### src/dlfmc_regs.vh
// register offsets, field positions, reset values and timing constants
`ifndef DLFMC_REGS_VH
`define DLFMC_REGS_VH

// register offsets
`define DLFMC_ENABLE_ADDR    8'h01
`define DLFMC_IVFM_ADDR      8'h02
`define DLFMC_FL1_ADDR       8'h03
`define DLFMC_FL2_ADDR       8'h04
`define DLFMC_TL1_ADDR       8'h05
`define DLFMC_TL2_ADDR       8'h06
`define DLFMC_BOOST_ADDR     8'h07
`define DLFMC_TIMING_ADDR    8'h08
`define DLFMC_TEMP_ADDR      8'h09
`define DLFMC_FLAGS1_ADDR    8'h0a
`define DLFMC_FLAGS2_ADDR    8'h0b

// enable register fields
`define DLFMC_EN_LED1        0
`define DLFMC_EN_LED2        1
`define DLFMC_EN_MODE_LO     2
`define DLFMC_EN_MODE_HI     3
`define DLFMC_EN_TORCH_PIN   4
`define DLFMC_EN_STROBE_PIN  5
`define DLFMC_EN_STROBE_EDGE 6
`define DLFMC_EN_TX          7

// mode field encodings
`define DLFMC_MODE_OFF       2'b00
`define DLFMC_MODE_TORCH     2'b10
`define DLFMC_MODE_FLASH     2'b11

// timing register fields
`define DLFMC_TIM_TO_LO      0
`define DLFMC_TIM_TO_HI      3
`define DLFMC_TIM_RAMP_LO    4
`define DLFMC_TIM_RAMP_HI    6

// temp register: pin function select, 0 = torch
`define DLFMC_TEMP_SEL       0

// boost register fields
`define DLFMC_BOOST_ILIM     0
`define DLFMC_BOOST_FSW      1

// flag bit positions
`define DLFMC_F1_TIMEOUT     0
`define DLFMC_F1_UVLO        1
`define DLFMC_F1_LED_FAULT   2
`define DLFMC_F1_CUR_LIMIT   3
`define DLFMC_F1_TSD         4
`define DLFMC_F2_OVER_TEMP   0
`define DLFMC_F2_TX_EVENT    1

// reset values
`define DLFMC_ENABLE_RST     8'h80
`define DLFMC_IVFM_RST       8'h01
`define DLFMC_FL_RST         8'h3f
`define DLFMC_TL_RST         8'h3f
`define DLFMC_BOOST_RST      8'h09
`define DLFMC_TIMING_RST     8'h1a
`define DLFMC_TEMP_RST       8'h08

// timing
`define DLFMC_CLK_NS         25
`define DLFMC_US_NS          1000
`define DLFMC_US_CYCLES      ((`DLFMC_US_NS + `DLFMC_CLK_NS - 1) / `DLFMC_CLK_NS)
`define DLFMC_MS_US          1000
`define DLFMC_RAMP_BASE_US   16
`define DLFMC_TO_BASE_MS     40
`define DLFMC_TO_KNEE_MS     400
`define DLFMC_TO_STEP_MS     200

`endif

### src/dlfmc_ramp.v
// one led current source with stepped ramp toward its target code
`timescale 1ns/1ps
module dlfmc_ramp #(
  parameter LW = 7
) (
  input  wire          clk_i,
  input  wire          sys_rst_i,
  input  wire          on_i,
  input  wire [LW-1:0] target_i,
  input  wire          step_i,
  output reg  [LW-1:0] level_o,
  output reg           on_o
);

  always @(posedge clk_i) begin
    if (sys_rst_i || !on_i) begin
      level_o <= {LW{1'b0}};
      on_o    <= 1'b0;
    end else begin
      on_o <= 1'b1;
      // one code per step, never skipping a level
      if (step_i) begin
        if (level_o < target_i) begin
          level_o <= level_o + {{(LW-1){1'b0}}, 1'b1};
        end else if (level_o > target_i) begin
          level_o <= level_o - {{(LW-1){1'b0}}, 1'b1};
        end
      end
    end
  end

endmodule

### src/dlfmc_top.v
// mode and enable control of a dual channel flash led driver
//
// Summary of operation
// - enable pin low: shutdown, registers at defaults
// - shutdown ignores every register access
// - enable pin high: standby, port accepts commands
// - flash: 128 levels per led register
// - flash from mode 11 or strobe pin
// - flash ramps through every current step
// - software flash: mode bits cleared on timeout
// - torch: 128 levels per led register
// - torch from mode 10 or torch pin
// - torch ramps at timing register rate
// - torch ignores timeout and sync input
// - shared pin defaults to torch function
// - flags report timeout, faults, sync, undervoltage
// - currents, timeout, current limit host adjustable
// - sync high in flash forces torch current
// - sync response off when enable bit7 zero
// - sixteen timeouts from 40 ms to 1.6 s
// - timeout clears mode, sets flag, read clears
//
// The plain strobed port and the register offsets were decided locally.
`timescale 1ns/1ps
`include "dlfmc_regs.vh"
module dlfmc_top #(
  parameter MS_US = `DLFMC_MS_US,
  parameter LW    = 7
) (
  input  wire          clk_i,
  input  wire          sys_rst_i,
  input  wire          hardware_enable_pin_i,
  input  wire          strobe_pin_i,
  input  wire          torch_temp_pin_i,
  input  wire          tx_pin_i,
  input  wire          uvlo_i,
  input  wire          thermal_sd_i,
  input  wire          led_fault_i,
  input  wire          ntc_trip_i,
  input  wire          cur_limit_i,
  input  wire [7:0]    addr_i,
  input  wire [7:0]    wr_data_i,
  input  wire          wr_i,
  input  wire          rd_i,
  output reg  [7:0]    rd_data_o,
  output reg           port_enabled_o,
  output reg           flash_active_o,
  output reg           torch_active_o,
  output reg           ilim_high_o,
  output reg           fsw_high_o,
  output wire [LW-1:0] led1_level_o,
  output wire [LW-1:0] led2_level_o,
  output wire          led1_on_o,
  output wire          led2_on_o
);

  localparam ST_STANDBY = 2'b00;
  localparam ST_FLASH   = 2'b01;
  localparam ST_TORCH   = 2'b10;

  // divider end points and boost defaults at explicit widths
  localparam [31:0] US_LAST   = `DLFMC_US_CYCLES - 1;
  localparam [31:0] MS_LAST   = MS_US - 1;
  localparam [7:0]  BOOST_DEF = `DLFMC_BOOST_RST;

  // flash timeout table in ms
  function [10:0] timeout_ms;
    input [3:0] sel;
    integer t;
    begin
      if (sel < 4'd10) begin
        t = `DLFMC_TO_BASE_MS * (sel + 1);
      end else begin
        t = `DLFMC_TO_KNEE_MS + `DLFMC_TO_STEP_MS * (sel - 9);
      end
      timeout_ms = t[10:0];
    end
  endfunction

  // torch step period in us
  function [11:0] ramp_period_us;
    input [2:0] sel;
    integer t;
    begin
      t = `DLFMC_RAMP_BASE_US << sel;
      ramp_period_us = t[11:0];
    end
  endfunction

  // two-flop synchronisers for every pin
  reg  [9:0] in_meta;
  reg  [9:0] in_sync;
  reg        strobe_prev;

  wire hardware_enable_pin_s      = in_sync[0];
  wire strobe_s    = in_sync[1];
  wire torch_s     = in_sync[2];
  wire tx_s        = in_sync[3];
  wire uvlo_s      = in_sync[4];
  wire tsd_s       = in_sync[5];
  wire led_fault_s = in_sync[6];
  wire ntc_s       = in_sync[7];
  wire ilim_s      = in_sync[8];

  always @(posedge clk_i) begin
    if (sys_rst_i) begin
      in_meta     <= 10'h000;
      in_sync     <= 10'h000;
      strobe_prev <= 1'b0;
    end else begin
      in_meta     <= {1'b0, cur_limit_i, ntc_trip_i, led_fault_i, thermal_sd_i,
                      uvlo_i, tx_pin_i, torch_temp_pin_i, strobe_pin_i,
                      hardware_enable_pin_i};
      in_sync     <= in_meta;
      strobe_prev <= in_sync[1];
    end
  end

  // registers
  reg  [7:0] en_reg;
  reg  [7:0] ivfm_reg;
  reg  [7:0] fl1_reg;
  reg  [7:0] fl2_reg;
  reg  [7:0] tl1_reg;
  reg  [7:0] tl2_reg;
  reg  [7:0] timing_reg;
  reg  [7:0] temp_reg;
  reg  [7:0] flags1;
  reg  [7:0] flags2;
  reg  [7:0] next_flags1;
  reg  [7:0] next_flags2;

  reg  [1:0] state;
  reg  [1:0] next_state;
  reg  [10:0] to_cnt;
  reg        strobe_block;
  reg  [5:0] us_cnt;
  reg        us_tick;
  reg  [15:0] ms_cnt;
  reg        ms_tick;
  reg  [11:0] tr_cnt;
  reg        torch_step;

  wire       dev_on     = hardware_enable_pin_s;
  wire       wr_ok      = wr_i && dev_on;
  wire       rd_ok      = rd_i && dev_on;
  wire [1:0] mode_field = en_reg[`DLFMC_EN_MODE_HI:`DLFMC_EN_MODE_LO];
  wire       strobe_rise = strobe_s && !strobe_prev;
  wire       edge_type  = en_reg[`DLFMC_EN_STROBE_EDGE];

  // flash request by mode field or enabled strobe pin
  wire sw_flash  = (mode_field == `DLFMC_MODE_FLASH);
  wire pin_flash = en_reg[`DLFMC_EN_STROBE_PIN] &&
                   (edge_type ? strobe_rise : (strobe_s && !strobe_block));
  wire hold_pin  = en_reg[`DLFMC_EN_STROBE_PIN] && (edge_type || strobe_s);
  // torch request: mode field or torch pin in torch function
  wire torch_req = (mode_field == `DLFMC_MODE_TORCH) ||
                   (en_reg[`DLFMC_EN_TORCH_PIN] && !temp_reg[`DLFMC_TEMP_SEL] &&
                    torch_s);
  wire fault_stop = uvlo_s || tsd_s;
  wire tx_cut     = en_reg[`DLFMC_EN_TX] && tx_s;

  wire [10:0] to_limit =
    timeout_ms(timing_reg[`DLFMC_TIM_TO_HI:`DLFMC_TIM_TO_LO]);
  wire timeout_evt = (state == ST_FLASH) && ms_tick &&
                     (to_cnt == to_limit - 11'd1);

  // register writes; shutdown holds defaults
  always @(posedge clk_i) begin
    if (sys_rst_i || !dev_on) begin
      en_reg     <= `DLFMC_ENABLE_RST;
      ivfm_reg   <= `DLFMC_IVFM_RST;
      fl1_reg    <= `DLFMC_FL_RST;
      fl2_reg    <= `DLFMC_FL_RST;
      tl1_reg    <= `DLFMC_TL_RST;
      tl2_reg    <= `DLFMC_TL_RST;
      timing_reg <= `DLFMC_TIMING_RST;
      temp_reg   <= `DLFMC_TEMP_RST;
      ilim_high_o <= BOOST_DEF[`DLFMC_BOOST_ILIM];
      fsw_high_o  <= BOOST_DEF[`DLFMC_BOOST_FSW];
    end else begin
      if (wr_ok) begin
        case (addr_i)
          `DLFMC_ENABLE_ADDR: begin
            en_reg <= wr_data_i;
          end
          `DLFMC_IVFM_ADDR: begin
            ivfm_reg <= wr_data_i;
          end
          `DLFMC_FL1_ADDR: begin
            fl1_reg <= wr_data_i;
          end
          `DLFMC_FL2_ADDR: begin
            fl2_reg <= wr_data_i;
          end
          `DLFMC_TL1_ADDR: begin
            tl1_reg <= wr_data_i;
          end
          `DLFMC_TL2_ADDR: begin
            tl2_reg <= wr_data_i;
          end
          `DLFMC_BOOST_ADDR: begin
            ilim_high_o <= wr_data_i[`DLFMC_BOOST_ILIM];
            fsw_high_o  <= wr_data_i[`DLFMC_BOOST_FSW];
          end
          `DLFMC_TIMING_ADDR: begin
            timing_reg <= wr_data_i;
          end
          `DLFMC_TEMP_ADDR: begin
            temp_reg <= wr_data_i;
          end
          default: begin
          end
        endcase
      end
      // timeout clears the mode field, over a same-cycle write
      if (timeout_evt) begin
        en_reg[`DLFMC_EN_MODE_HI:`DLFMC_EN_MODE_LO] <= `DLFMC_MODE_OFF;
      end
    end
  end

  // flags: set wins over read clear
  always @* begin
    next_flags1 = flags1;
    next_flags2 = flags2;
    if (rd_ok && addr_i == `DLFMC_FLAGS1_ADDR) begin
      next_flags1 = 8'h00;
    end
    if (rd_ok && addr_i == `DLFMC_FLAGS2_ADDR) begin
      next_flags2 = 8'h00;
    end
    if (timeout_evt) begin
      next_flags1[`DLFMC_F1_TIMEOUT] = 1'b1;
    end
    if (uvlo_s) begin
      next_flags1[`DLFMC_F1_UVLO] = 1'b1;
    end
    if (led_fault_s) begin
      next_flags1[`DLFMC_F1_LED_FAULT] = 1'b1;
    end
    if (ilim_s) begin
      next_flags1[`DLFMC_F1_CUR_LIMIT] = 1'b1;
    end
    if (tsd_s) begin
      next_flags1[`DLFMC_F1_TSD] = 1'b1;
    end
    if (ntc_s && temp_reg[`DLFMC_TEMP_SEL]) begin
      next_flags2[`DLFMC_F2_OVER_TEMP] = 1'b1;
    end
    if (tx_cut && state == ST_FLASH) begin
      next_flags2[`DLFMC_F2_TX_EVENT] = 1'b1;
    end
  end

  // flags and read port
  always @(posedge clk_i) begin
    if (sys_rst_i || !dev_on) begin
      flags1         <= 8'h00;
      flags2         <= 8'h00;
      rd_data_o      <= 8'h00;
      port_enabled_o <= 1'b0;
    end else begin
      flags1         <= next_flags1;
      flags2         <= next_flags2;
      port_enabled_o <= 1'b1;
      rd_data_o      <= 8'h00;
      if (rd_ok) begin
        case (addr_i)
          `DLFMC_ENABLE_ADDR: begin
            rd_data_o <= en_reg;
          end
          `DLFMC_IVFM_ADDR: begin
            rd_data_o <= ivfm_reg;
          end
          `DLFMC_FL1_ADDR: begin
            rd_data_o <= fl1_reg;
          end
          `DLFMC_FL2_ADDR: begin
            rd_data_o <= fl2_reg;
          end
          `DLFMC_TL1_ADDR: begin
            rd_data_o <= tl1_reg;
          end
          `DLFMC_TL2_ADDR: begin
            rd_data_o <= tl2_reg;
          end
          `DLFMC_BOOST_ADDR: begin
            rd_data_o <= {6'h00, fsw_high_o, ilim_high_o};
          end
          `DLFMC_TIMING_ADDR: begin
            rd_data_o <= timing_reg;
          end
          `DLFMC_TEMP_ADDR: begin
            rd_data_o <= temp_reg;
          end
          `DLFMC_FLAGS1_ADDR: begin
            rd_data_o <= flags1;
          end
          `DLFMC_FLAGS2_ADDR: begin
            rd_data_o <= flags2;
          end
          default: begin
            rd_data_o <= 8'h00;
          end
        endcase
      end
    end
  end

  // us and ms enable pulses, torch step pulse
  always @(posedge clk_i) begin
    if (sys_rst_i || !dev_on) begin
      us_cnt     <= 6'h00;
      us_tick    <= 1'b0;
      ms_cnt     <= 16'h0000;
      ms_tick    <= 1'b0;
      tr_cnt     <= 12'h000;
      torch_step <= 1'b0;
    end else begin
      us_tick    <= 1'b0;
      ms_tick    <= 1'b0;
      torch_step <= 1'b0;
      if (us_cnt == US_LAST[5:0]) begin
        us_cnt  <= 6'h00;
        us_tick <= 1'b1;
      end else begin
        us_cnt <= us_cnt + 6'h01;
      end
      if (state != ST_FLASH) begin
        ms_cnt <= 16'h0000;
      end else if (us_tick) begin
        if (ms_cnt == MS_LAST[15:0]) begin
          ms_cnt  <= 16'h0000;
          ms_tick <= 1'b1;
        end else begin
          ms_cnt <= ms_cnt + 16'h0001;
        end
      end
      if (state != ST_TORCH) begin
        tr_cnt <= 12'h000;
      end else if (us_tick) begin
        if (tr_cnt >= ramp_period_us(timing_reg[`DLFMC_TIM_RAMP_HI:`DLFMC_TIM_RAMP_LO])
                      - 12'h001) begin
          tr_cnt     <= 12'h000;
          torch_step <= 1'b1;
        end else begin
          tr_cnt <= tr_cnt + 12'h001;
        end
      end
    end
  end

  // mode selection
  always @* begin
    next_state = state;
    case (state)
      ST_STANDBY: begin
        if (fault_stop) begin
          next_state = ST_STANDBY;
        end else if (sw_flash || pin_flash) begin
          next_state = ST_FLASH;
        end else if (torch_req) begin
          next_state = ST_TORCH;
        end else begin
          next_state = ST_STANDBY;
        end
      end
      ST_FLASH: begin
        if (fault_stop || timeout_evt) begin
          next_state = ST_STANDBY;
        end else if (!sw_flash && !hold_pin) begin
          next_state = torch_req ? ST_TORCH : ST_STANDBY;
        end
      end
      ST_TORCH: begin
        // no timeout or sync input here
        if (fault_stop) begin
          next_state = ST_STANDBY;
        end else if (sw_flash || pin_flash) begin
          next_state = ST_FLASH;
        end else if (!torch_req) begin
          next_state = ST_STANDBY;
        end
      end
      default: begin
        next_state = ST_STANDBY;
      end
    endcase
  end

  always @(posedge clk_i) begin
    if (sys_rst_i || !dev_on) begin
      state          <= ST_STANDBY;
      to_cnt         <= 11'h000;
      strobe_block   <= 1'b0;
      flash_active_o <= 1'b0;
      torch_active_o <= 1'b0;
    end else begin
      state          <= next_state;
      flash_active_o <= (next_state == ST_FLASH);
      torch_active_o <= (next_state == ST_TORCH);
      if (state != ST_FLASH) begin
        to_cnt <= 11'h000;
      end else if (ms_tick) begin
        to_cnt <= to_cnt + 11'h001;
      end
      // a held level strobe must drop before another flash
      if (timeout_evt) begin
        strobe_block <= 1'b1;
      end else if (!strobe_s) begin
        strobe_block <= 1'b0;
      end
    end
  end

  // targets: flash level, or torch level in torch or under sync
  wire           flash_cur = (state == ST_FLASH) && !tx_cut;
  wire [LW-1:0]  tgt1 = flash_cur ? fl1_reg[LW-1:0] : tl1_reg[LW-1:0];
  wire [LW-1:0]  tgt2 = flash_cur ? fl2_reg[LW-1:0] : tl2_reg[LW-1:0];
  wire           lit  = (state != ST_STANDBY);
  wire           step = (state == ST_FLASH) ? us_tick : torch_step;

  dlfmc_ramp #(
    .LW (LW)
  ) u_led1 (
    .clk_i     (clk_i),
    .sys_rst_i (sys_rst_i),
    .on_i      (lit && en_reg[`DLFMC_EN_LED1]),
    .target_i  (tgt1),
    .step_i    (step),
    .level_o   (led1_level_o),
    .on_o      (led1_on_o)
  );

  dlfmc_ramp #(
    .LW (LW)
  ) u_led2 (
    .clk_i     (clk_i),
    .sys_rst_i (sys_rst_i),
    .on_i      (lit && en_reg[`DLFMC_EN_LED2]),
    .target_i  (tgt2),
    .step_i    (step),
    .level_o   (led2_level_o),
    .on_o      (led2_on_o)
  );

endmodule

### config.mk
export PLATFORM = sky130hd
export DESIGN_NAME = dlfmc_top
export DESIGN_NICKNAME = d
export VERILOG_FILES = /design/src/dlfmc_ramp.v /design/src/dlfmc_top.v
export VERILOG_INCLUDE_DIRS = /design/src /design/src/src
export SDC_FILE = /design/constraint.sdc
export NUM_CORES = 1
export LEC_CHECK = 0
export ABC_CLOCK_PERIOD_IN_PS = 7200
export BUFFER_PORTS_ARGS = -buffer_cell sky130_fd_sc_hd__clkbuf_2
export CAP_MARGIN = 10
export CORE_MARGIN = 1.5
export CORE_UTILIZATION = 60
export DETAILED_ROUTE_END_ITERATION = 10
export GPL_TIMING_DRIVEN = 0
export HOLD_SLACK_MARGIN = 0.1
export PLACE_DENSITY = 0.79
export SLEW_MARGIN = 10
export SYNTH_ARGS = -nofsm -noshare
export SYNTH_HDL_FRONTEND = slang
export SYNTH_SLANG_ARGS = --single-unit
### constraint.sdc
create_clock -name clk_i -period 7.2 [get_ports clk_i]
set_input_delay 0.72 -clock clk_i [delete_from_list [all_inputs] [get_ports clk_i]]
set_output_delay 0.72 -clock clk_i [all_outputs]
set_load 0.005 [all_outputs]
==> reports/metrics.json, run 1 <==
{
  "timing": {
    "min_period_over_period_pct": 71.7,
    "final-hold-violation-count": 0,
    "fin_tns_setup_ns": 0,
    "worst_pin_slew_ns": 0.860,
    "hold-worst-slack_ns": 0.436,
    "grt_setup_unrepaired": "no",
    "timing.fmax_mhz": 194,
    "max-slew-margin-rel_pct": 42.3,
    "timing_max_transition_violations_final": 0,
    "minimum_clock_period_after_layout_ns": 5.17,
    "worst_clock_skew_ns": 0.00342,
    "report.final.setup_viol": 0
  },
  "global_routing": {
    "globalRouteTotalUtil_pct": 27.8,
    "grt_first_pass_wirelength_um": 34700,
    "grt_overflow_total": 0,
    "grt_max_degree": 17,
    "first_global_vias": 6969,
    "initial_antenna_violation_count": 0
  },
  "critical_path": {
    "crit_path_start": "timing_reg[1]$_SDFFE_PN1P_",
    "critical_path_required_ns": 7.56,
    "crit_path_start_kind": "flop",
    "sort_of_element_at_the_end_of_the_critical_path": "flop",
    "critPathArrivalTime_ns": 5.52,
    "worst_r2r_path_depth": 17,
    "crit_end": "flash_active_o$_SDFF_PN0_",
    "worst_r2r_endpoint": "flash_active_o$_SDFF_PN0_",
    "worst-setup-path-type": "flop to flop",
    "timing.rr.start": "timing_reg[1]$_SDFFE_PN1P_",
    "r2r_setup_slack_ns": 2.03,
    "worstPathMaxFanout": 8
  },
  "clock_tree": {
    "clk_transition_reported_paths_ns": 0.07,
    "cts_sinks": 170,
    "cts_post_setup_buffers_inserted": 0,
    "worstSkewPairLatency_ns": 0.43,
    "clock-root-buffer": "sky130_fd_sc_hd__clkbuf_16",
    "cts_tree": "built",
    "cts.hold.buffers_added": 0,
    "postCtsResizedCells": 0,
    "cts-root-to-sink-buffers": 2,
    "cts_buffers": 17,
    "htree_num_levels": 4
  },
  "die": {
    "dieWidth_um": 125,
    "starting_density_pct": 61.5,
    "fp-row-count": 44,
    "core_region_area_sq_um": 14500,
    "dieHeight_um": 125,
    "ios": 58,
    "floorplan.die_area_sq_um": 15600
  },
  "finish": {
    "largest_register_ffs": 16,
    "fillerInstances": 1164,
    "regMostFlops": "ms_cnt",
    "top_regs": "ms_cnt x16, tr_cnt x12, to_cnt x11",
    "area_growth_syn_to_layout_pct": 12.0,
    "layout-drive-gt1-share_pct": 11.6,
    "antennaDiodeCount": 0,
    "finish.net_count": 1177
  },
  "detailed_routing": {
    "highest-signal-layer": "met4",
    "detail_route.wl_per_cell_um": 16.7,
    "wl_met2_um": 9870,
    "number_of_drc_violations_after_detailed_routing": 0,
    "met3_length_um": 1700,
    "drt-vias-per-instance": 5.82,
    "ant_nets": 0,
    "total_vias_in_the_final_route": 7478,
    "iteration_count_of_the_initial_detailed_routing_pass": 6,
    "met1_routed_wirelength_after_detailed_routing_um": 9270,
    "route.final.wire_length_um": 21500,
    "dr.first_iter.drc_count": 680
  },
  "logic_synthesis": {
    "netlist_instances": 1022,
    "synthDistinctLibCells": 68,
    "synth_edf_count": 0,
    "postSynth.asyncResetShare_pct": 0,
    "average_footprint_of_a_synthesized_cell_sq_um": 8.75,
    "number_of_synthesized_register_bits": 170,
    "yosysSeqAreaShare_pct": 38.1,
    "post_syn_area_sq_um": 8940,
    "synth-warning-count": 0,
    "synth-main-ff-cell": "sky130_fd_sc_hd__dfxtp_1",
    "synth_fp_nets": 1111
  },
  "place": {
    "detailedPlacementHpwl_um": 15400,
    "place_congestion": 0.963,
    "port_buffers": 47
  },
  "min_path": {
    "hold_path.class": "flop to flop"
  },
  "power": {
    "ir_worst_vdd_mv": 0.166,
    "power.density_nw_per_um2": 194,
    "leakage_nw": 4.29
  },
  "status": {
    "outcome": "finished, final reports clean"
  },
  "job": {
    "max_cap_violations": 0
  }
}
-- worst min-delay path by stage --
stage | slack [ns] | start | cells after the start | endpoint
3_5_place_dp | 0.42 | in_meta[6]$_SDFF_PP0_ | 1 | in_sync[6]$_SDFF_PP0_
2_1_floorplan | 0.41 | in_sync[6]$_SDFF_PP0_ | 2 | flags1[2]$_SDFFE_PN0P_
5_1_grt | 0.46 | in_meta[6]$_SDFF_PP0_ | 1 | in_sync[6]$_SDFF_PP0_
6_report | 0.44 | in_meta[2]$_SDFF_PP0_ | 1 | in_sync[2]$_SDFF_PP0_
3_3_place_gp | 0.42 | in_meta[0]$_SDFF_PP0_ | 1 | in_sync[0]$_SDFF_PP0_
4_1_cts | 0.44 | in_meta[6]$_SDFF_PP0_ | 1 | in_sync[6]$_SDFF_PP0_
-- through the flow --
step	instance area [sq um]	std cells	setup WS (ns)	power, W	utilization (%)
after floorplan	8940	1022	2.69	0.00100	-
after global placement	9400	1253	2.14	0.00102	64.7
after detailed placement	9400	1253	2.11	0.00102	64.7
after CTS	10000	1285	2.09	0.00195	68.9
after global routing	10000	1285	1.67	0.00200	68.9
final	10000	1285	2.03	0.00195	68.9
-- layout by cell type (no fill, tap or decap), drive strengths merged, types with 4 or more instances in the layout --
cell and n:
mux2 11, a21o 15, inv 37, a22oi 6
ha 55, or3 4, clkbuf 105, xnor2 39
dfxtp 170, nand2b 4, a21oi 59, nand2 147
nor3 14, nand3 61, mux2i 51, mux4 4
o21ai 31, a22o 8, nor2b 27, nand4 20
xor2 37, fa 5, nor3b 6, and3 14
nor2 112, buf 11
-- worst max-delay path: stages (launching register included) --
cell and delay, ns:
sky130_fd_sc_hd__dfxtp_1 0.60, sky130_fd_sc_hd__inv_1 0.08, sky130_fd_sc_hd__ha_1 0.24, sky130_fd_sc_hd__xnor2_1 0.25, sky130_fd_sc_hd__clkinv_1 0.18, sky130_fd_sc_hd__ha_1 0.38, sky130_fd_sc_hd__ha_1 0.30, sky130_fd_sc_hd__ha_1 0.30
sky130_fd_sc_hd__inv_1 0.07, sky130_fd_sc_hd__fa_1 0.58, sky130_fd_sc_hd__or4_1 0.55, sky130_fd_sc_hd__a311oi_1 0.24, sky130_fd_sc_hd__o21ai_1 0.12, sky130_fd_sc_hd__and2_1 0.21, sky130_fd_sc_hd__o311a_1 0.35, sky130_fd_sc_hd__o211ai_2 0.32
sky130_fd_sc_hd__a21oi_2 0.12, sky130_fd_sc_hd__o21ai_1 0.20
-- area by class of cell --
cell class	instances	area (sq um)	area share, %
inverter	31	116	1.16
multi-input combinational	771	5180	51.7
tap	184	230	2.30
clock buffer	19	453	4.52
buffer	50	239	2.39
sequential	170	3400	34.0
clock inverter	13	156	1.56
timing repair buffer	47	235	2.35
-- synthesized netlist by cell type, drive strengths merged, types with 3 or more instances --
| library cell | number | area share [%] |
|---|---|---|
| xor2 | 37 | 3.6 |
| nand4 | 20 | 1.5 |
| nand2 | 147 | 6.2 |
| xnor2 | 39 | 3.8 |
| a21oi | 59 | 3.3 |
| ha | 55 | 7.7 |
| or4 | 3 | 0.25 |
| o21ai | 31 | 1.9 |
| nor3b | 6 | 0.73 |
| inv | 30 | 1.3 |
| nand3 | 61 | 3.4 |
| or3 | 4 | 0.34 |
| mux2i | 51 | 5.7 |
| mux2 | 11 | 1.4 |
| a21o | 15 | 1.3 |
| a211oi | 3 | 0.31 |
| a22oi | 6 | 0.50 |
| clkbuf | 39 | 2.0 |
| nor3 | 14 | 1.1 |
| nor2b | 27 | 1.9 |
| a22o | 8 | 0.78 |
| nand3b | 3 | 0.25 |
| nor2 | 112 | 4.7 |
| and3 | 14 | 0.98 |
| o31ai | 3 | 0.52 |
| mux4 | 4 | 1.0 |
| buf | 11 | 0.70 |
| fa | 5 | 1.1 |
| nand2b | 4 | 0.28 |
| a222oi | 3 | 0.34 |
| dfxtp | 170 | 38 |
-- per-layer routing --
metal,track usage [%],vias up
met3,7.06,56
li1,-,3646
met4,9.96,0
met1,36.4,3473
met2,44.8,303
met5,0,-
-- power breakdown --
part	internal (W)	switching (W)
logic	0.0000192	0.0000389
clock network	0.000540	0.000401
registers	0.000945	0.00000171
-- logic make-up (layout without fill, tap and decap cells) --
group	count (synthesis)	count (layout)	share of synthesized area (%)
other	1	1	0.0420
and+or+nand+nor	423	423	22.4
buffers and inverters	81	160	3.98
AOI/OAI and AO/OA	143	143	10.6
adders and majority gates	60	60	8.82
xor gates and xnor gates	78	78	7.95
DFF	170	170	38.1
muxes	66	66	8.10
No activity file was read; power rests on OpenSTA's default activity.
==> inputs of run 2 (changes only) <==
- ABC_CLOCK_PERIOD_IN_PS: 7200 -> 4300
- CORE_UTILIZATION: 60 -> 55
- PLACE_DENSITY: 0.79 -> 0.76
- clock period: 7.2 -> 4.3 ns (I/O delays scaled with it)
==> run 2 against run 1 <==
Effect of this change:
- the flow now finishes with violations (negative setup slack)
- hold slack got worse by 0.23 ns
- clock-buffer cell count fell by 1
- first-iteration DRC count fell by 5.3%
- critical path type unchanged
- largest cell class unchanged
- highest routed layer unchanged
==> reports/metrics.json, run 2 (synthesis gave the netlist of run 1 again) <==
{
  "global_routing": {
    "grt_first_pass_wirelength": {"value": 35200, "unit": "um", "change": "+1.5%"},
    "initial_antenna_violation_count": {"value": 0, "change": "unchanged"},
    "first_global_vias": {"value": 7015, "change": "+0.66%"},
    "grt_overflow_total": {"value": 0, "change": "unchanged"},
    "grt_max_degree": {"value": 17, "change": "unchanged"},
    "globalRouteTotalUtil": {"value": 26.7, "unit": "%", "change": "-1.1 points"}
  },
  "finish": {
    "antennaDiodeCount": {"value": 0, "change": "unchanged"},
    "layout_common_cells": "sky130_fd_sc_hd__dfxtp_1, sky130_fd_sc_hd__nand2_1, sky130_fd_sc_hd__nor2_1",
    "layout-drive-gt1-share": {"value": 15.9, "unit": "%", "change": "+4.3 points"},
    "top_regs": "ms_cnt x16, tr_cnt x12, to_cnt x11",
    "finish.net_count": {"value": 1194, "change": "+1.4%"},
    "area_growth_syn_to_layout_pct": 16.1,
    "largest_register_ffs": {"value": 16, "change": "unchanged"},
    "share_of_the_core_filled_with_cells": {"value": 65.4, "unit": "%", "change": "-3.5 points"},
    "regMostFlops": "ms_cnt",
    "most_common_library_cell_in_the_layout_ignoring_fill_and_taps": "sky130_fd_sc_hd__dfxtp_1",
    "layout.cells.non_filler": {"value": 1333, "change": "+3.7%"}
  },
  "die": {
    "dieHeight": {"value": 130, "unit": "um", "change": "+4.3%"},
    "core_region_area": {"value": 15900, "unit": "sq um", "change": "+9.3%"},
    "dieWidth": {"value": 130, "unit": "um", "change": "+4.3%"},
    "ios": {"value": 58, "change": "unchanged"},
    "fp-row-count": {"value": 46, "change": "+4.5%"},
    "starting_density": {"value": 56.3, "unit": "%", "change": "-5.2 points"},
    "floorplan.die_area": {"value": 17000, "unit": "sq um", "change": "+8.9%"}
  },
  "critical_path": {
    "crit_path_start": "timing_reg[1]$_SDFFE_PN1P_",
    "worst_r2r_path_depth": {"value": 18, "change": "+1"},
    "cp_top_family": "adder cells",
    "worstPathMaxFanout": {"value": 7, "change": "-1"},
    "r2r_setup_slack": {"value": -0.04, "unit": "ns", "change": "-2.07 ns"},
    "cp_slowest_cell": "sky130_fd_sc_hd__fa_1",
    "crit_path_start_kind": "flop",
    "slowest_delay": {"value": 0.49, "unit": "ns", "change": "-0.11 ns"},
    "sort_of_element_at_the_end_of_the_critical_path": "flop",
    "timing.critical_path.cells": "buf_6, nor3_4, xnor2_2, ha_4, ha_4, inv_2, fa_1, inv_2, ha_4, xor2_2, a31oi_1, xnor3_1, or3_4, a2111oi_4, o211ai_2, a21oi_2, buf_4, nor3_2",
    "cp_depth": {"value": 18, "change": "+1"},
    "timing.critical_path.mode_cell": "sky130_fd_sc_hd__ha_4",
    "timing.rr.start": "timing_reg[1]$_SDFFE_PN1P_",
    "critPathArrivalTime": {"value": 4.66, "unit": "ns", "change": "-0.86 ns"},
    "worst-setup-path-type": "flop to flop",
    "crit_end": "en_reg[2]$_SDFFE_PP0P_",
    "worst_r2r_endpoint": "en_reg[2]$_SDFFE_PP0P_",
    "buffers_and_inverters_on_the_worst_path": {"value": 4, "change": "+1"},
    "critical_path_required": {"value": 4.62, "unit": "ns", "change": "-2.94 ns"}
  },
  "timing": {
    "timing_max_transition_violations_final": {"value": 0, "change": "unchanged"},
    "worst_clock_skew": {"value": 0.0111, "unit": "ns", "change": "+0.00769 ns"},
    "worst_pin_slew": {"value": 0.876, "unit": "ns", "change": "+0.0164 ns"},
    "report.final.setup_viol": {"value": 2, "change": "+2"},
    "timing.fmax": {"value": 231, "unit": "MHz", "change": "+19%"},
    "min_period_over_period": {"value": 101, "unit": "%", "change": "+29 points"},
    "minimum_clock_period_after_layout": {"value": 4.34, "unit": "ns", "change": "-0.829 ns"},
    "final-hold-violation-count": {"value": 0, "change": "unchanged"},
    "grt_setup_unrepaired": "yes",
    "layout_setup_ws": {"value": -0.0366, "unit": "ns", "change": "-2.07 ns"},
    "max-slew-margin-rel": {"value": 41.3, "unit": "%", "change": "-1.0 points"}
  },
  "place": {
    "detailedPlacementHpwl": {"value": 15500, "unit": "um", "change": "+0.31%"},
    "numPlacedInstances": {"value": 1285, "change": "+2.6%"},
    "port_buffers": {"value": 47, "change": "unchanged"},
    "place_congestion": {"value": 0.911, "change": "-5.4%"}
  },
  "detailed_routing": {
    "total_vias_in_the_final_route": {"value": 7537, "change": "+0.79%"},
    "number_of_drc_violations_after_detailed_routing": {"value": 0, "change": "unchanged"},
    "ant_nets": {"value": 0, "change": "unchanged"},
    "iteration_count_of_the_initial_detailed_routing_pass": {"value": 5, "change": "-1"},
    "dr.first_iter.drc_count": {"value": 644, "change": "-5.3%"},
    "detail_route.wl_per_cell": {"value": 16.6, "unit": "um", "change": "-0.68%"},
    "route.final.wire_length": {"value": 22100, "unit": "um", "change": "+3.0%"},
    "drt-vias-per-instance": {"value": 5.65, "change": "-2.8%"}
  },
  "job": {
    "max_cap_violations": {"value": 0, "change": "unchanged"}
  },
  "status": {
    "outcome": "finished, violations left",
    "violated_checks": "negative setup slack"
  },
  "clock_tree": {
    "cts_sinks": {"value": 170, "change": "unchanged"},
    "cts_tree": "built",
    "clock-root-buffer": "sky130_fd_sc_hd__clkbuf_16",
    "cts-root-to-sink-buffers": {"value": 2, "change": "unchanged"},
    "clk_transition_reported_paths": {"value": 0.07, "unit": "ns", "change": "about the same"},
    "htree_num_levels": {"value": 4, "change": "unchanged"},
    "worstSkewPairLatency": {"value": 0.44, "unit": "ns", "change": "about the same"},
    "cts_buffers": {"value": 17, "change": "unchanged"}
  },
  "power": {
    "share_comb_of_total_power": {"value": 3.0, "unit": "%", "change": "about the same"},
    "switching_power": {"value": 0.000751, "unit": "W", "change": "+70%"},
    "ir_worst_vdd": {"value": 0.274, "unit": "mV", "change": "+65%"},
    "cell_internal_pwr": {"value": 0.00250, "unit": "W", "change": "+66%"},
    "leakage": {"value": 4.37, "unit": "nW", "change": "+1.8%"},
    "clkPwrFrac": {"value": 48.2, "unit": "%", "change": "about the same"},
    "power.density": {"value": 313, "unit": "nW/um^2", "change": "+61%"},
    "power.sequential.fraction": {"value": 48.8, "unit": "%", "change": "about the same"},
    "power.switching_fraction": {"value": 23.1, "unit": "%", "change": "+0.41 points"}
  },
  "min_path": {
    "hold_path.class": "input port to flop"
  }
}
run 2: cell count changes in the layout (fill, tap and decap cells not counted), sizes merged:
cell    delta
buf       +18
clkbuf     -2
run 2: worst min path at each step:
| stage | start | endpoint | slack (ns) | depth (start not counted) |
|---|---|---|---|---|
| after floorplan | in_sync[6]$_SDFF_PP0_ | flags1[2]$_SDFFE_PN0P_ | 0.41 | 2 |
| after global placement | in_meta[4]$_SDFF_PP0_ | in_sync[4]$_SDFF_PP0_ | 0.42 | 1 |
| after detailed placement | in_meta[6]$_SDFF_PP0_ | in_sync[6]$_SDFF_PP0_ | 0.42 | 1 |
| after CTS | ntc_trip_i | in_meta[7]$_SDFF_PP0_ | 0.20 | 2 |
| after global routing | torch_temp_pin_i | in_meta[2]$_SDFF_PP0_ | 0.22 | 2 |
| final | ntc_trip_i | in_meta[7]$_SDFF_PP0_ | 0.21 | 2 |
run 2: power by group through the flow:
| stage | combinational, W | sequential (W) | clock [W] |
|---|---|---|---|
| finish | 0.0000969 | 0.00158 | 0.00157 |
| global route | 0.000103 | 0.00158 | 0.00164 |
| CTS | 0.0000945 | 0.00159 | 0.00157 |
| detailed placement | 0.0000939 | 0.00162 | 0 |
| global placement | 0.0000930 | 0.00162 | 0 |
| floorplan | 0.0000582 | 0.00162 | 0 |
run 2: area by class of cell:
| cell class | instances | area (sq um) |
|---|---|---|
| flip-flops and latches | 170 | 3410 |
| plain buffers | 48 | 228 |
| inverters | 31 | 121 |
| clock buffers | 18 | 439 |
| fillers | 1340 | 5500 |
| repair buffers | 66 | 389 |
| clock inverters | 13 | 158 |
| well taps | 216 | 270 |
| multi-input cells | 771 | 5360 |
run 2: metal layers:
layer,track usage (%),up-vias,routed length [um],share of wire (%)
met4,10.4,0,604,2.7
met5,0,-,0,0
met2,43.0,290,10100,46
met3,5.82,58,1800,8.1
li1,-,3684,-,-
met1,35.2,3505,9570,43
run 2: repair_timing:
action                                  4_1_cts  5_1_grt
gates cloned                                  0        0
hold buffers                                  0        0
gates resized for setup                      17       26
endpoints found under the setup margin       15       11
buffers inserted                             10        9
pin swaps                                    13       15
run 2: metrics by stage:
stage / hold WS, ns / TNS (ns) / power, W / instance area [sq um] / setup WS, ns
floorplan: 0.413 / 0 / 0.00168 / 8970 / 0.00880
global placement: 0.419 / -4.22 / 0.00171 / 9470 / -0.610
detailed placement: 0.420 / -5.12 / 0.00172 / 9470 / -0.683
CTS: 0.202 / 0 / 0.00325 / 10200 / 0.00833
global route: 0.221 / -0.530 / 0.00332 / 10400 / -0.135
finish: 0.206 / -0.0693 / 0.00325 / 10400 / -0.0366
run 2: worst reg2reg max path, stage by stage (launching register included):
cell and delay, ns:
sky130_fd_sc_hd__dfxtp_4 0.35, sky130_fd_sc_hd__buf_6 0.14, sky130_fd_sc_hd__nor3_4 0.20, sky130_fd_sc_hd__xnor2_2 0.18, sky130_fd_sc_hd__ha_4 0.26, sky130_fd_sc_hd__ha_4 0.26, sky130_fd_sc_hd__inv_2 0.03, sky130_fd_sc_hd__fa_1 0.49
sky130_fd_sc_hd__inv_2 0.05, sky130_fd_sc_hd__ha_4 0.25, sky130_fd_sc_hd__xor2_2 0.18, sky130_fd_sc_hd__a31oi_1 0.23, sky130_fd_sc_hd__xnor3_1 0.28, sky130_fd_sc_hd__or3_4 0.40, sky130_fd_sc_hd__a2111oi_4 0.36, sky130_fd_sc_hd__o211ai_2 0.18
sky130_fd_sc_hd__a21oi_2 0.20, sky130_fd_sc_hd__buf_4 0.15, sky130_fd_sc_hd__nor3_2 0.03
==> inputs of run 3 (changes only) <==
- CORE_UTILIZATION: 55 -> 25
- PLACE_DENSITY: 0.76 -> 0.41
==> run 3 against run 2 <==
Effect of this change:
- the run now ends clean
- via count shrank 3.4%
- power rose by 5.0%
- clock power is 9.6% higher
- largest power group is now clock
==> reports/metrics.json, run 3 (synthesis gave the netlist of run 1 again) <==
{
  "finish": {
    "top_regs": "ms_cnt x16, tr_cnt x12, to_cnt x11",
    "layout-drive-gt1-share": {"value": 15.7, "unit": "%", "change": "-0.20 points"},
    "area_growth_syn_to_layout_pct": 20.4,
    "fillerInstances": {"value": 3794, "change": "+180%"},
    "share_of_the_core_filled_with_cells": {"value": 30.4, "unit": "%", "change": "-35 points"},
    "antennaDiodeCount": {"value": 0, "change": "unchanged"},
    "most_common_library_cell_in_the_layout_ignoring_fill_and_taps": "sky130_fd_sc_hd__dfxtp_1",
    "layout.cells.non_filler": {"value": 1573, "change": "+18%"},
    "largest_register_ffs": {"value": 16, "change": "unchanged"},
    "regMostFlops": "ms_cnt",
    "finish.net_count": {"value": 1189, "change": "-0.42%"},
    "layout_common_cells": "sky130_fd_sc_hd__dfxtp_1, sky130_fd_sc_hd__nand2_1, sky130_fd_sc_hd__nor2_1"
  },
  "power": {
    "ir_worst_vdd": {"value": 0.282, "unit": "mV", "change": "+2.8%"},
    "design_power_total": {"value": 0.00341, "unit": "W", "change": "+5.0%"},
    "leakage": {"value": 4.40, "unit": "nW", "change": "+0.88%"},
    "power.density": {"value": 317, "unit": "nW/um^2", "change": "+1.3%"}
  },
  "place": {
    "port_buffers": {"value": 47, "change": "unchanged"},
    "detailedPlacementHpwl": {"value": 18900, "unit": "um", "change": "+22%"},
    "place_congestion": {"value": 0.783, "change": "-14%"},
    "numPlacedInstances": {"value": 1530, "change": "+19%"}
  },
  "timing": {
    "timing.fmax": {"value": 241, "unit": "MHz", "change": "+4.7%"},
    "worst_clock_skew": {"value": 0.00845, "unit": "ns", "change": "-0.00266 ns"},
    "report.final.setup_viol": {"value": 0, "change": "-2"},
    "final-hold-violation-count": {"value": 0, "change": "unchanged"},
    "max-slew-margin-rel": {"value": 41.4, "unit": "%", "change": "+0.055 points"},
    "min_period_over_period": {"value": 96.3, "unit": "%", "change": "-4.5 points"},
    "worst_pin_slew": {"value": 0.874, "unit": "ns", "change": "-0.00224 ns"},
    "grt_setup_unrepaired": "yes",
    "minimum_clock_period_after_layout": {"value": 4.14, "unit": "ns", "change": "-0.194 ns"},
    "timing_max_transition_violations_final": {"value": 0, "change": "unchanged"}
  },
  "critical_path": {
    "worstPathMaxFanout": {"value": 7, "change": "unchanged"},
    "critical_path_required": {"value": 4.61, "unit": "ns", "change": "about the same"},
    "critPathArrivalTime": {"value": 4.46, "unit": "ns", "change": "-0.20 ns"},
    "worst-setup-path-type": "flop to flop",
    "sort_of_element_at_the_end_of_the_critical_path": "flop",
    "slowest_delay": {"value": 0.51, "unit": "ns", "change": "+0.02 ns"},
    "cp_slowest_cell": "sky130_fd_sc_hd__fa_1",
    "timing.critical_path.cells": "buf_6, nor3_4, xnor2_2, ha_4, ha_1, inv_2, fa_1, inv_2, ha_4, xor2_4, a31oi_2, xnor3_1, or3_4, a2111oi_4, o211ai_4, a21oi_4, buf_6, o21ai_1",
    "crit_path_start_kind": "flop"
  },
  "die": {
    "core_region_area": {"value": 35400, "unit": "sq um", "change": "+120%"},
    "starting_density": {"value": 25.3, "unit": "%", "change": "-31 points"},
    "ios": {"value": 58, "change": "unchanged"},
    "fp-row-count": {"value": 69, "change": "+50%"},
    "floorplan.die_area": {"value": 36900, "unit": "sq um", "change": "+120%"},
    "dieWidth": {"value": 192, "unit": "um", "change": "+47%"},
    "dieHeight": {"value": 192, "unit": "um", "change": "+47%"}
  },
  "detailed_routing": {
    "drt-vias-per-instance": {"value": 4.63, "change": "-18%"},
    "number_of_drc_violations_after_detailed_routing": {"value": 0, "change": "unchanged"},
    "ant_nets": {"value": 0, "change": "unchanged"},
    "iteration_count_of_the_initial_detailed_routing_pass": {"value": 5, "change": "unchanged"},
    "dr.first_iter.drc_count": {"value": 454, "change": "-30%"},
    "route.final.wire_length": {"value": 25800, "unit": "um", "change": "+17%"},
    "total_vias_in_the_final_route": {"value": 7277, "change": "-3.4%"},
    "detail_route.wl_per_cell": {"value": 16.4, "unit": "um", "change": "-0.95%"}
  },
  "global_routing": {
    "initial_antenna_violation_count": {"value": 0, "change": "unchanged"},
    "globalRouteTotalUtil": {"value": 14.5, "unit": "%", "change": "-12 points"},
    "grt_overflow_total": {"value": 0, "change": "unchanged"},
    "first_global_vias": {"value": 7071, "change": "+0.80%"},
    "grt_max_degree": {"value": 17, "change": "unchanged"},
    "grt_first_pass_wirelength": {"value": 40600, "unit": "um", "change": "+15%"}
  },
  "min_path": {
    "hold_path.class": "input port to flop"
  },
  "clock_tree": {
    "clk_transition_reported_paths": {"value": 0.07, "unit": "ns", "change": "about the same"},
    "htree_num_levels": {"value": 4, "change": "unchanged"},
    "clock-root-buffer": "sky130_fd_sc_hd__clkbuf_16",
    "cts_tree": "built",
    "cts_sinks": {"value": 170, "change": "unchanged"},
    "cts_buffers": {"value": 17, "change": "unchanged"},
    "worstSkewPairLatency": {"value": 0.43, "unit": "ns", "change": "about the same"},
    "cts-root-to-sink-buffers": {"value": 2, "change": "unchanged"}
  },
  "status": {
    "outcome": "finished, final reports clean"
  },
  "job": {
    "max_cap_violations": {"value": 0, "change": "unchanged"}
  }
}
## run 3: cell types whose count changed in the layout (fill, tap and decap cells not counted), sizes merged
cell	previous run	this run
buf	29	24
bufinv	2	5
clkbuf	103	106
clkinv	2	5
clkinvlp	3	0
inv	37	31
## run 3: metal layers
| metal | track usage [%] | vias up | wire [um] |
|---|---|---|---|
| li1 | - | 3665 | - |
| met1 | 19.4 | 3428 | 12400 |
| met2 | 23.8 | 162 | 12000 |
| met3 | 2.56 | 22 | 980 |
| met4 | 4.56 | 0 | 419 |
| met5 | 0 | - | 0 |
## run 3: power by group
part | internal, W | switching (W) | leakage (nW)
clock | 0.00106 | 0.000659 | 0.318
combinational | 0.0000322 | 0.0000716 | 2.71
sequential | 0.00158 | 0.00000332 | 1.38
total | 0.00268 | 0.000734 | 4.40
## run 3: per-stage QoR
step / hold slack [ns] / worst slack [ns] / setup TNS [ns] / cell area [sq um]
2_1_floorplan: 0.413 / 0.00880 / 0 / 8970
3_3_place_gp: 0.428 / -0.978 / -8.34 / 9780
3_5_place_dp: 0.429 / -0.911 / -8.06 / 9780
4_1_cts: 0.183 / 0.00340 / 0 / 10600
5_1_grt: 0.208 / -0.0191 / -0.0614 / 10800
6_report: 0.203 / 0.158 / 0 / 10800
## run 3: repair_timing
action / CTS / global route
pin swaps: 13 / 8
buffers inserted: 10 / 4
hold buffers: 0 / 0
resized for setup: 26 / 26
endpoints found under the setup margin: 18 / 10
## run 3: final timing paths
| kind | from | to | slack (ns) | cells past startpoint |
|---|---|---|---|---|
| worst max-delay path | timing_reg[1]$_SDFFE_PN1P_ | state[0]$_SDFF_PN0_ | 0.16 | 18 |
| worst min-delay path | uvlo_i | in_meta[4]$_SDFF_PP0_ | 0.20 | 2 |
| worst max register to register | timing_reg[1]$_SDFFE_PN1P_ | state[0]$_SDFF_PN0_ | 0.16 | 18 |
| worst min register to register | in_meta[8]$_SDFF_PP0_ | in_sync[8]$_SDFF_PP0_ | 0.44 | 1 |
## run 3: worst max-delay path, delay by kind of cell (launching register included)
kind | cells | cell delay [ns]
AND/OR/NAND/NOR | 2 | 0.58
flip-flops | 1 | 0.35
adder cells (fa/ha/maj) | 4 | 1.27
AO/OA/AOI/OAI | 5 | 0.88
buffers and inverters | 4 | 0.34
XOR/XNOR | 3 | 0.60
## run 3: area by class of cell
cell class,count,area [sq um],area share (%)
Sequential cell,170,3410,31.7
Inverter,31,124,1.15
Buffer,48,235,2.19
Multi-Input combinational cell,771,5420,50.3
Timing Repair Buffer,61,352,3.27
Clock buffer,21,460,4.28
Tap cell,461,577,5.36
Clock inverter,10,190,1.77
